==> config.mk <==
export PLATFORM = sky130hd
export DESIGN_NAME = gw_gateway
export DESIGN_NICKNAME = d
export VERILOG_FILES = /design/src/gw_pkg.sv /design/src/gw_qc_map.sv /design/src/gw_io_mem.sv /design/src/gw_gateway.sv
export VERILOG_INCLUDE_DIRS = /design/src
export SDC_FILE = /design/constraint.sdc
export NUM_CORES = 1
export LEC_CHECK = 0
export BUFFER_PORTS_ARGS = -buffer_cell sky130_fd_sc_hd__buf_2
export CAP_MARGIN = 15
export CORE_AREA = 2 2 206 310
export DETAILED_ROUTE_END_ITERATION = 10
export DIE_AREA = 0 0 208 312
export GPL_ROUTABILITY_DRIVEN = 0
export GPL_TIMING_DRIVEN = 0
export PLACE_DENSITY = 0.38
export SLEW_MARGIN = 0
export SYNTH_ARGS = -nofsm -noshare
export SYNTH_HDL_FRONTEND = slang
export SYNTH_SLANG_ARGS = --single-unit
export TNS_END_PERCENT = 100
==> constraint.sdc <==
create_clock -name i_clk -period 6.2 [get_ports i_clk]
set_clock_uncertainty 0.15 [all_clocks]
set_input_delay 0.31 -clock i_clk [delete_from_list [all_inputs] [get_ports i_clk]]
set_output_delay 0.31 -clock i_clk [all_outputs]
set_load 0.02 [all_outputs]
==> src/gw_cfg.svh <==
`ifndef GW_CFG_SVH
`define GW_CFG_SVH
`define GW_ADDR_W 7
`define GW_ADDR_FACTORY 7'h00
`define GW_ADDR_MAX 7'h7D
`define GW_QC_BAD 8'h00
`define GW_QC_A_LO 8'h84
`define GW_QC_A_HI 8'h87
`define GW_QC_B_LO 8'h90
`define GW_QC_B_HI 8'h93
`define GW_QC_BASE 8'h80
`define GW_DELAY_MS 100
`define GW_CLK_HZ 40000000
`define GW_DELAY_CYC ((`GW_DELAY_MS * (`GW_CLK_HZ / 1000)))
`define GW_ERASE_CYC 16
`endif

==> src/gw_pkg.sv <==
package gw_pkg;
    typedef struct packed {
        logic [7:0] data;
        logic [7:0] qc;
    } io_word_t;
    typedef enum logic [2:0] {
        ST_IDLE = 3'b000,
        ST_CONFIG = 3'b001,
        ST_DELAY = 3'b011,
        ST_RUN = 3'b010,
        ST_STANDBY = 3'b110,
        ST_ERASE = 3'b111
    } gw_state_t;
endpackage : gw_pkg

==> src/gw_qc_map.sv <==
`timescale 1ns/1ps
`include "gw_cfg.svh"
module gw_qc_map
    import gw_pkg::*;
(
    input wire logic [7:0] i_qc, // raw input quality code
    output logic [7:0] o_qc // code as delivered to the master
);
    wire in_a = (i_qc >= `GW_QC_A_LO) && (i_qc <= `GW_QC_A_HI);
    wire in_b = (i_qc >= `GW_QC_B_LO) && (i_qc <= `GW_QC_B_HI);
    wire [7:0] mapped = `GW_QC_BASE | {6'h00, i_qc[1:0]};
    assign o_qc = (in_a || in_b) ? mapped : i_qc; // [RL12] [RL13] [RL20]
endmodule : gw_qc_map

==> src/gw_io_mem.sv <==
`timescale 1ns/1ps
`include "gw_cfg.svh"
module gw_io_mem
    import gw_pkg::*;
#(
    parameter int N = 8,
    parameter int AW = 3
) (
    input wire logic i_clk, // clock
    input wire logic i_we, // write strobe
    input wire logic [AW-1:0] i_waddr, // write index
    input wire io_word_t i_wdata, // write word
    input wire logic [AW-1:0] i_raddr, // read index
    output io_word_t o_rdata // registered read word
);
    initial begin
        if ((1 << AW) < N) $error("gw_io_mem: AW too small");
    end
    io_word_t mem_q [N];
    always_ff @(posedge i_clk) begin
        if (i_we) mem_q[i_waddr] <= i_wdata;
        o_rdata <= mem_q[i_raddr];
    end
endmodule : gw_io_mem

==> src/gw_gateway.sv <==
`timescale 1ns/1ps
`include "gw_cfg.svh"
// What this block does
// RL1: start needs valid address, master, configuration
// RL2: each master configures its own module
// RL3: module on master processor side goes active
// RL4: standby only after own configuration complete
// RL5: standby passive, takes over on partner fail
// RL6: startup zeroes all data, quality bad
// RL7: identified devices forward outputs and inputs
// RL8: outputs held zero during startup delay
// RL9: failed device data and quality cleared
// RL10: master failure clears outputs and quality
// RL11: run state passes outputs unchanged
// RL12: input quality 0x84-0x87 becomes 0x80-0x83
// RL13: input quality 0x90-0x93 becomes 0x80-0x83
// RL14: restore default erases store, stops cyclic
// RL15: address zero at power-up restores factory
// RL16: replacement takes parameters from running partner
// RL17: active removed, partner switches over
// RL18: smooth switchover needs healthy passive indicators
// RL19: mismatch waits delay, enables good, reports others
// RL20: other quality codes pass unchanged
module gw_gateway
    import gw_pkg::*;
#(
    parameter int N_DEV = 8,
    parameter int AW = 3,
    parameter int DELAY_CYC = `GW_DELAY_CYC
) (
    input wire logic i_clk, // 40 MHz clock
    input wire logic i_reset_n, // synchronous reset, active low
    input wire logic [`GW_ADDR_W-1:0] i_bus_addr, // address switch pins
    input wire logic i_master_run, // own master operating and in run
    input wire logic i_config_ok, // own master finished configuration
    input wire logic i_redundant, // redundancy mode strap
    input wire logic i_master_cpu_side, // attached to master processor subsystem
    input wire logic i_partner_alive, // partner module running
    input wire logic i_partner_active, // partner is the active module
    input wire logic i_partner_params, // partner offers its parameters
    input wire logic i_restore_cmd, // restore-default command pulse
    input wire logic [N_DEV-1:0] i_dev_ident, // device identified with right name and address
    input wire logic i_out_we, // master writes one device output
    input wire logic [AW-1:0] i_out_idx, // device index of master write
    input wire io_word_t i_out_word, // output word from master
    input wire logic i_in_we, // field delivers one device input
    input wire logic [AW-1:0] i_in_idx, // device index of field input
    input wire io_word_t i_in_word, // input word from field
    input wire logic [AW-1:0] i_rd_idx, // device polled on both sides
    output io_word_t o_field_out, // output word to field device
    output io_word_t o_master_in, // input word to master
    output logic o_cyclic_en, // cyclic fieldbus traffic running
    output logic o_active_unit_indicator, // this module is active
    output logic o_bus_fault_indicator, // bus fault lamp
    output logic o_group_error_indicator, // group error lamp
    output logic o_nv_erase, // erase parameter store, level
    output logic o_partner_reset, // reset request to partner
    output logic o_param_copy, // pull parameters from partner
    output logic [N_DEV-1:0] o_dev_alarm // removal or diagnostic report per device
);
    initial begin
        if (N_DEV < 1 || (1 << AW) < N_DEV) $error("gw_gateway: bad N_DEV/AW");
        if (DELAY_CYC < 1) $error("gw_gateway: DELAY_CYC must be positive");
    end

    ////////////////////////////////////////////////////////////////////////////////
    // synchronisers for pins
    logic [`GW_ADDR_W-1:0] addr_s1_q, addr_q;
    logic [10:0] ctl_s1_q, ctl_q;
    logic [N_DEV-1:0] ident_s1_q, ident_q;
    wire [10:0] ctl_raw = {i_master_run, i_config_ok, i_redundant, i_master_cpu_side,
                           i_partner_alive, i_partner_active, i_partner_params, i_restore_cmd,
                           3'b000};
    always_ff @(posedge i_clk) begin
        addr_s1_q <= i_bus_addr;
        addr_q <= addr_s1_q;
        ctl_s1_q <= ctl_raw;
        ctl_q <= ctl_s1_q;
        ident_s1_q <= i_dev_ident;
        ident_q <= ident_s1_q;
    end
    wire master_run = ctl_q[10];
    wire config_ok = ctl_q[9];
    wire redundant = ctl_q[8];
    wire cpu_side = ctl_q[7];
    wire partner_alive = ctl_q[6];
    wire partner_active = ctl_q[5];
    wire partner_params = ctl_q[4];
    wire restore_lvl = ctl_q[3];

    ////////////////////////////////////////////////////////////////////////////////
    // power-up strap capture and restore edge
    logic boot_done_q, factory_q, restore_d1_q;
    always_ff @(posedge i_clk) begin
        if (!i_reset_n) begin
            boot_done_q <= 1'b0;
            factory_q <= 1'b0;
            restore_d1_q <= 1'b0;
        end else begin
            restore_d1_q <= restore_lvl;
            if (!boot_done_q) begin
                boot_done_q <= 1'b1;
                factory_q <= (addr_q == `GW_ADDR_FACTORY); // [RL15]
            end
        end
    end
    wire restore_evt = restore_lvl && !restore_d1_q;
    wire addr_valid = (addr_q != `GW_ADDR_FACTORY) && (addr_q <= `GW_ADDR_MAX);
    wire start_ok = addr_valid && master_run && config_ok; // [RL1]

    ////////////////////////////////////////////////////////////////////////////////
    // state machine
    gw_state_t state_q, state_d;
    logic [31:0] cnt_q, cnt_d;
    logic had_params_q;
    wire delay_done = (cnt_q >= 32'(DELAY_CYC - 1));
    wire erase_done = (cnt_q >= 32'(`GW_ERASE_CYC - 1));
    // the cpu-side module wins; otherwise it waits behind a live active partner
    wire go_active = !redundant || cpu_side || !(partner_alive && partner_active); // [RL3]
    wire need_erase = restore_evt || (boot_done_q && factory_q && state_q == ST_IDLE);

    always_comb begin
        state_d = state_q;
        cnt_d = cnt_q + 32'd1;
        if (need_erase && state_q != ST_ERASE) begin
            state_d = ST_ERASE; // [RL14] [RL15]
            cnt_d = 32'd0;
        end else begin
            unique case (state_q)
                ST_IDLE: begin
                    cnt_d = 32'd0;
                    if (boot_done_q && start_ok) state_d = ST_CONFIG; // [RL1]
                end
                ST_CONFIG: begin
                    cnt_d = 32'd0;
                    if (!start_ok) state_d = ST_IDLE;
                    else if (go_active) state_d = ST_DELAY; // [RL3]
                    else state_d = ST_STANDBY; // [RL4]
                end
                ST_DELAY: begin
                    if (!start_ok) state_d = ST_IDLE; // [RL10]
                    else if (delay_done) state_d = ST_RUN; // [RL19]
                end
                ST_RUN: begin
                    cnt_d = cnt_q;
                    if (!start_ok) state_d = ST_IDLE; // [RL10]
                end
                ST_STANDBY: begin
                    cnt_d = 32'd0;
                    if (!start_ok) state_d = ST_IDLE;
                    else if (!partner_alive || !partner_active) state_d = ST_RUN; // [RL5] [RL17]
                end
                ST_ERASE: begin
                    if (erase_done && !factory_q) state_d = ST_IDLE;
                end
                default: state_d = ST_IDLE;
            endcase
        end
    end

    always_ff @(posedge i_clk) begin
        if (!i_reset_n) begin
            state_q <= ST_IDLE;
            cnt_q <= 32'd0;
            had_params_q <= 1'b0;
        end else begin
            state_q <= state_d;
            cnt_q <= cnt_d;
            if (state_q == ST_ERASE) had_params_q <= 1'b0;
            else if (config_ok) had_params_q <= 1'b1;
        end
    end

    ////////////////////////////////////////////////////////////////////////////////
    // process image: clear sweep, master writes, field writes
    wire active = (state_q == ST_RUN) || (state_q == ST_DELAY);
    wire running = (state_q == ST_RUN);
    wire clearing = !active; // image held at zero whenever not active
    logic [AW-1:0] sweep_q;
    always_ff @(posedge i_clk) begin
        if (!i_reset_n) sweep_q <= '0;
        else if (sweep_q == AW'(N_DEV - 1)) sweep_q <= '0;
        else sweep_q <= sweep_q + AW'(1);
    end
    // a failed device is cleared by the sweep; field writes to it are dropped
    wire sweep_dev_bad = !ident_q[sweep_q];
    wire out_wr_ok = i_out_we && running && ident_q[i_out_idx];
    wire in_wr_ok = i_in_we && active && ident_q[i_in_idx];
    wire out_clr = clearing || sweep_dev_bad; // [RL6] [RL9] [RL10]
    wire in_clr = clearing || sweep_dev_bad; // [RL6] [RL9]
    wire out_we = out_wr_ok || out_clr;
    wire in_we = in_wr_ok || in_clr;
    wire [AW-1:0] out_wa = out_wr_ok ? i_out_idx : sweep_q;
    wire [AW-1:0] in_wa = in_wr_ok ? i_in_idx : sweep_q;
    wire io_word_t zero_word = '{data: 8'h00, qc: `GW_QC_BAD};
    wire io_word_t out_wd = out_wr_ok ? i_out_word : zero_word; // [RL11]
    wire io_word_t in_wd = in_wr_ok ? i_in_word : zero_word;

    io_word_t out_rd, in_rd;
    gw_io_mem #(.N(N_DEV), .AW(AW)) u_out_mem (
        .i_clk(i_clk),
        .i_we(out_we),
        .i_waddr(out_wa),
        .i_wdata(out_wd),
        .i_raddr(i_rd_idx),
        .o_rdata(out_rd)
    );
    gw_io_mem #(.N(N_DEV), .AW(AW)) u_in_mem (
        .i_clk(i_clk),
        .i_we(in_we),
        .i_waddr(in_wa),
        .i_wdata(in_wd),
        .i_raddr(i_rd_idx),
        .o_rdata(in_rd)
    );

    logic [7:0] qc_mapped;
    gw_qc_map u_qc_map (
        .i_qc(in_rd.qc),
        .o_qc(qc_mapped)
    );

    ////////////////////////////////////////////////////////////////////////////////
    // outputs, registered
    logic [AW-1:0] rd_idx_q;
    always_ff @(posedge i_clk) begin
        if (!i_reset_n) begin
            rd_idx_q <= '0;
            o_field_out <= '0;
            o_master_in <= '0;
            o_cyclic_en <= 1'b0;
            o_active_unit_indicator <= 1'b0;
            o_bus_fault_indicator <= 1'b0;
            o_group_error_indicator <= 1'b0;
            o_nv_erase <= 1'b0;
            o_partner_reset <= 1'b0;
            o_param_copy <= 1'b0;
            o_dev_alarm <= '0;
        end else begin
            rd_idx_q <= i_rd_idx;
            // zero during the delay and for unidentified devices
            o_field_out <= (running && ident_q[rd_idx_q]) ? out_rd : '0; // [RL7] [RL8] [RL11]
            o_master_in <= active ? '{data: in_rd.data, qc: qc_mapped} : '0; // [RL7] [RL12] [RL13]
            o_cyclic_en <= active; // [RL14]
            o_active_unit_indicator <= active; // [RL3] [RL5]
            o_bus_fault_indicator <= !master_run || (active && (ident_q != '1));
            // steady group error means this module is not fit to take over
            o_group_error_indicator <= !addr_valid || (redundant && !config_ok); // [RL18]
            o_nv_erase <= (state_q == ST_ERASE); // [RL14]
            o_partner_reset <= (state_q == ST_ERASE) && redundant && !factory_q; // [RL14]
            o_param_copy <= redundant && !had_params_q && partner_alive && partner_params; // [RL16]
            o_dev_alarm <= running ? ~ident_q : '0; // [RL19]
        end
    end
endmodule : gw_gateway

==> impl_results.md, run 1 <==
* Initial antenna violation count at 7
* Number of global-route vias before repair at ~9000
* Root buffer selected by CTS: clkbuf_16
* Largest family of logic cells by synthesized area: multiplexers
* Max_slew headroom at 31.15%
* Final wirelength at approximately 39000 µm
* Crit path largest cell delay at 0.59 ns
* Crit path buffers/inverters at 3
* Leading area contributor after synthesis: edfxtp_1
* Final min period at about 3.4 ns
* Fin crit share at 54.50%
* Syn Area/Cell at approximately 17 µm²
* DIE AREA at 0.06490 mm²
* Worst slew pin tran at 1.033 ns
* Critical-path top delay cell: nor3b_1
* Element type at the critical path end: flip-flop
* Share of the synthesized area in the top cell type at 49.79%
* Setup TNS at 0 ns
* Final HPWL DP at 27000 µm
* Max Cap Viol at 0
* Critical Path RT at 6.34 ns
* CTS resizes at 0
* Mapped Area at 0.01544 mm²
* CTS max path bufs at 3
* WL/cell at 20.10 µm
* CTS Sinks at 425
* Post-Synth Adder-Cell Area at 0.2431%
* Mux contribution to synthesized area at 13.70%
* Largest net degree at the start of global routing at 16
* Nature of the critical path startpoint: flip-flop
* N_diodes at 0
* Die Y at approximately 310 µm
* Share of cells above drive strength 1 at 29.36%
* Design area at around 0.019 mm²
* Max IR drop VDD at 170.5 µV
* Clock slew at reported path FFs at around 0.06 ns
* Num ports at 115
* Yosys warning count at 0
* RSZ-0062 raised after global routing: false
* Row count at 112
* Crit-path max FO at 10
* H-tree depth at 2
* CTS Hold Bufs at 24
* Post-synth top flop: edfxtp_1
* Power Density at 331.0 mW/mm²
* Vias/cell at 4.282
* TritonCTS buffer count at between 40 and 50
* Chip Width at 208 µm
* Hold Path Class: in -> reg
* Placed Area at between 0.015 and 0.02 mm²
* Post-synth EDFFs at between 200 and 300
* CP startpoint: state_q[2]$_SDFFE_PN0P_
* LEAKAGE at ~6.6 nW
* Top-count cell post-synth: edfxtp_1
* Final Max Tran Viols at 0
* Hold Startpoint: i_out_word[4]
* Top area cells in the synthesized netlist: edfxtp_1 (50%), dfxtp_1 (22%), mux4_2 (11%)
* Detailed Route Iter0 Violations at 472
* Sequential area share after synthesis at 71.70%
* Mapped Cells at 930
* Global Route Usage Sum at 12.27%
* Crit Path Class: reg -> reg
* Register bit count reported by yosys at 425
* DRT antenna net count at 0
* Area delta synth->final at 23.08%
* FF-to-FF Start: state_q[2]$_SDFFE_PN0P_
* Pre-antenna DRT Iters at 4
* WHS at between 0.05 and 0.06 ns
* Core area at 0.06194 mm²
* Synth Area in Simple Gates at 9.198%
* Global-route wire length before repair at 58880 µm
* GRT overflow at 0
* Buffers added on ports at 111
* Run status: finished clean
* Syn_nets at between 1000 and 1500
* CTS tree: yes
* Via Count at 8406
* Max frequency at 0.2960 GHz
* Final setup fails at 0
* Netlist cell types at 55
* XOR/XNOR Fraction of Synth Area at 1.191%
* Crit-path cells: clkbuf_1 -> nor3b_1 -> nand2_1 -> nor2_1 -> buf_2 -> mux2i_1 -> nor2_2 -> buf_8
* Synth cell count leaders: edfxtp_1 (256), dfxtp_1 (169), mux4_2 (72)
* Asr flop ratio synth at 0%
* Initial Util at between 20 and 25%
* Nets at 1201
* Arrival time worst endpoint at 3.52 ns
* Top delay family on crit path: simple AND/OR/NAND/NOR gates
* DRC at 0
* Post-CTS setup buffers at 0
* Clock insertion delay at the later pin of the skew report at 0.59 ns
* Compound-Gate Fraction of Synth Area at 2.156%
* Hold Vio Cnt, Final at 0
==> cell families after synthesis <==
group | after synthesis
flip-flops | 425
AND/OR/NAND/NOR | 254
multiplexers | 117
buffers and inverters | 57
AO/OA/AOI/OAI | 53
XOR/XNOR | 21
adder cells (fa/ha/maj) | 3
==> per-stage QoR <==
stage                     setup slack [ns]  power [W]  std cells  util, %
after floorplan                      2.889   0.003523        930        -
after global placement              0.7715   0.003713       1839    27.44
after detailed placement             2.685   0.003760       1858    28.03
after CTS                            2.676   0.006412       1963    30.68
after global routing                 2.474   0.006548       1963    30.68
final                                2.821   0.006291       1963    30.68
==> layer usage <==
layer	share of wire (%)	vias up	global-route usage [%]	wire length, µm
met5	0.023	-	0	9
met4	2.5	2	3.885	974
met3	3.8	57	2.331	1498
met2	53	165	22.70	21020
met1	40	4239	14.17	15950
li1	-	3943	-	-
==> path summary, 6_finish.rpt <==
kind | cells past startpoint | slack [ns] | end
hold / removal | 2 | 0.05 | u_out_mem.mem_q[1][4]$_DFFE_PP_
hold reg to reg | 0 | 0.17 | ctl_q[5]$_DFF_P_
setup / recovery | 8 | 2.82 | u_out_mem.mem_q[5][10]$_DFFE_PP_
setup reg to reg | 8 | 2.82 | u_out_mem.mem_q[5][10]$_DFFE_PP_
==> flip-flops by register name (all words and copies together) (netlist names), 7 cells and up <==
register and count:
addr_q 7, addr_s1_q 7, cnt_q 32, ctl_q 8, ctl_s1_q 8, ident_q 8, ident_s1_q 8, o_dev_alarm 8
o_field_out 16, o_master_in 16, u_in_mem.mem_q 128, u_in_mem.o_rdata 16, u_out_mem.mem_q 128, u_out_mem.o_rdata 16
==> power by group <==
| group | internal [W] | switching, W |
|---|---|---|
| Combinational | 0.000211 | 0.000272 |
| Clock | 0.00145 | 0.00115 |
| Sequential | 0.00316 | 0.0000482 |
| Total | 0.00482 | 0.00147 |
==> cell type report <==
type | instances | area (µm²)
fill | 6213 | 42940
clock inverter | 19 | 167.7
tap | 798 | 998.5
multi-input combinational | 448 | 4135
buffer | 47 | 241.5
clock buffer | 62 | 1231
inverter | 10 | 37.54
timing repair buffer | 154 | 1121
sequential | 425 | 11070
==> cell usage in the layout (no fill, tap or decap), drive strengths merged, types with 2 or more instances in the layout <==
| cell type | netlist | final |
|---|---|---|
| xnor2 | 18 | 18 |
| nand2 | 24 | 24 |
| and3b | 2 | 2 |
| nor2b | 7 | 7 |
| nand3 | 15 | 15 |
| mux4 | 72 | 72 |
| clkinv | 0 | 13 |
| nor2 | 61 | 61 |
| nor4 | 11 | 11 |
| dlygate4sd3 | 0 | 24 |
| nand2b | 2 | 2 |
| edfxtp | 256 | 256 |
| or4 | 5 | 5 |
| mux2i | 10 | 10 |
| mux2 | 35 | 35 |
| or3 | 9 | 9 |
| dfxtp | 169 | 169 |
| clkbuf | 31 | 93 |
| o31ai | 7 | 7 |
| a21oi | 15 | 15 |
| ha | 3 | 3 |
| a21boi | 4 | 4 |
| nor4b | 2 | 2 |
| nand4 | 17 | 17 |
| and2 | 57 | 57 |
| nor3b | 2 | 2 |
| and4b | 2 | 2 |
| and4 | 6 | 6 |
| and3 | 19 | 19 |
| xor2 | 3 | 3 |
| nor3 | 12 | 12 |
| buf | 15 | 145 |
| o211ai | 2 | 2 |
| o31a | 2 | 2 |
| inv | 10 | 14 |
| o21ai | 14 | 14 |
Power figures use the tool's default switching activity.
==> run 2, diff against run 1 <==
clock period = 3.2 ns   (was 6.2 ns; I/O delays follow)
==> impl_results.md, run 2 (same netlist as run 1, synthesis figures left out) <==
* Clock insertion delay at the later pin of the skew report at 0.58 ns (about the same)
* Finished Core Util at 31.48% (+0.80 points)
* Final wirelength at 39800 µm (+0.89%)
* Final min period at 2.947 ns (-0.4315 ns)
* Setup TNS at 0 ns (unchanged)
* Most frequent cells in the layout: edfxtp_1 (256), dfxtp_1 (169), buf_2 (119)
* CTS tree: yes
* Buffers added on ports at 111 (unchanged)
* Critical Path RT at 3.38 ns (-2.96 ns)
* Largest net degree at the start of global routing at 15 (-1)
* CTS Sinks at 425 (unchanged)
* Area delta synth->final at 26.27%
* Routed met2 length at 20970 µm (-0.25%)
* Placed Area at 0.01737 mm² (about the same)
* WL met1 at 16460 µm (+3.2%)
* LEAKAGE at 6.821 nW (+2.8%)
* Final setup fails at 0 (unchanged)
* Pwr Total at 0.01239 W (+97%)
* Max Cap Viol at 0 (unchanged)
* Nets at 1233 (+2.7%)
* Chip Width at 208 µm (unchanged)
* Initial antenna violation count at 5 (-2)
* Element type at the critical path end: flip-flop
* Arrival time worst endpoint at 3.13 ns (-0.39 ns)
* Num ports at 115 (unchanged)
* Final Max Tran Viols at 0 (unchanged)
* Clock slew at reported path FFs at 0.06 ns (about the same)
* Worst slew pin tran at 0.9499 ns (-0.08294 ns)
* Power Density at 635.7 mW/mm² (+92%)
* Most common cell after layout, fill and taps aside: edfxtp_1
* Die Y at 312 µm (unchanged)
* Detailed Route Iter0 Violations at 438 (-7.2%)
* DRC at 0 (unchanged)
* DIE AREA at 0.06490 mm² (unchanged)
* Design area at 0.01950 mm² (+2.6%)
* Run status: finished with violations
* GRT overflow at 0 (unchanged)
* Hold Path Stages at 2 (unchanged)
* Nature of the critical path startpoint: flip-flop
* Global-route wire length before repair at 59300 µm (+0.70%)
* Root buffer selected by CTS: clkbuf_16
* Pre-antenna DRT Iters at 4 (unchanged)
* Share of cells above drive strength 1 at 28.98% (-0.38 points)
* WL/cell at 19.97 µm (-0.63%)
* Max_slew headroom at 36.68% (+5.5 points)
* Crit Path Class: reg -> reg
* Fin crit share at 92.10% (+38 points)
* DRT antenna net count at 0 (unchanged)
* Core area at 0.06194 mm² (unchanged)
* Vias/cell at 4.333 (+1.2%)
* Initial Util at 24.93% (unchanged)
* Failing checks: hold timing
* Max IR drop VDD at 345.5 µV (+100%)
* WHS at -0.0008107 ns (-0.05438 ns)
* Fin worst setup slack at 0.2528 ns (-2.568 ns)
* Global Route Usage Sum at 12.34% (+0.070 points)
* H-tree depth at 2 (unchanged)
* Crit-path max FO at 10 (unchanged)
* Via Count at 8635 (+2.7%)
* TritonCTS buffer count at 43 (-2.3%)
* Number of global-route vias before repair at 9288 (+3.2%)
* Met3 Wirelength at 1335 µm (-11%)
* R2R depth at 8 (unchanged)
* Final HPWL DP at 27000 µm (about the same)
* Max frequency at 0.3393 GHz (+15%)
* DR top layer: met5
* Largest regs: u_in_mem.mem_q (128), u_out_mem.mem_q (128), cnt_q (32)
* CTS max path bufs at 3 (unchanged)
* Setup WS pre-CTS at -0.6512 ns (-3.336 ns)
* Row count at 112 (unchanged)
* Hold Vio Cnt, Final at 1 (+1)
* Hold Path Class: in -> reg
[run 2: changes by cell type in the layout (fill, tap and decap cells not counted), sizes merged]
cell | previous run | this run
buf | 145 | 147
bufinv | 1 | 5
clkbuf | 93 | 91
clkinv | 13 | 7
clkinvlp | 1 | 0
diode | 0 | 1
dlygate4sd3 | 24 | 56
[run 2: critical path: stages (launching register included)]
cell and delay (ns):
dfxtp_1 0.32, clkbuf_1 0.20, nor3b_2 0.39, nand2_1 0.09, nor2_1 0.32, buf_2 0.39, mux2i_4 0.47, nor2_4 0.17
buf_16 0.19
[run 2: layer usage]
layer / vias to the layer above / track usage, %
met3: 58 / 2.170
li1: 4011 / -
met4: 2 / 4.078
met5: - / 0
met1: 4420 / 14.61
met2: 144 / 22.48
[run 2: final timing paths]
path                                         startpoint                               to  slack, ns
worst max-delay path            state_q[2]$_SDFFE_PN0P_  u_out_mem.mem_q[7][1]$_DFFE_PP_       0.25
worst min-delay path                        i_rd_idx[2]    u_out_mem.o_rdata[15]$_DFF_P_    -0.0008
worst max register to register  state_q[2]$_SDFFE_PN0P_  u_out_mem.mem_q[7][1]$_DFFE_PP_       0.25
worst min register to register    ident_s1_q[7]$_DFF_P_               ident_q[7]$_DFF_P_       0.17
[run 2: stage by stage]
stage,hold slack [ns],instances
2_1_floorplan,0.03772,930
3_3_place_gp,0.1122,1839
3_5_place_dp,0.1147,1856
4_1_cts,0.01703,1990
5_1_grt,0.01977,1993
6_report,-0.0008107,1993
[run 2: layout make-up]
type	count	area, µm²
diodes	1	2.502
multi-input cells	448	4223
flip-flops and latches	425	11070
clock inverters	16	232.7
inverters	10	37.54
repair buffers	188	1490
clock buffers	61	1204
plain buffers	46	237.7
fillers	6179	42440
well taps	798	998.5
[run 2: timing repair]
item                                   4_1_cts  5_1_grt
setup buffers                                1        2
hold buffers                                56        0
gates resized for setup                      7       10
pin swaps                                    1        1
setup endpoints to repair                  113      130
endpoints found under the hold margin      280        0
[run 2: power breakdown]
| part | switching, W | internal [W] |
|---|---|---|
| clock | 0.00214 | 0.00304 |
| combinational | 0.000551 | 0.000450 |
| sequential | 0.0000945 | 0.00612 |
| total | 0.00279 | 0.00961 |
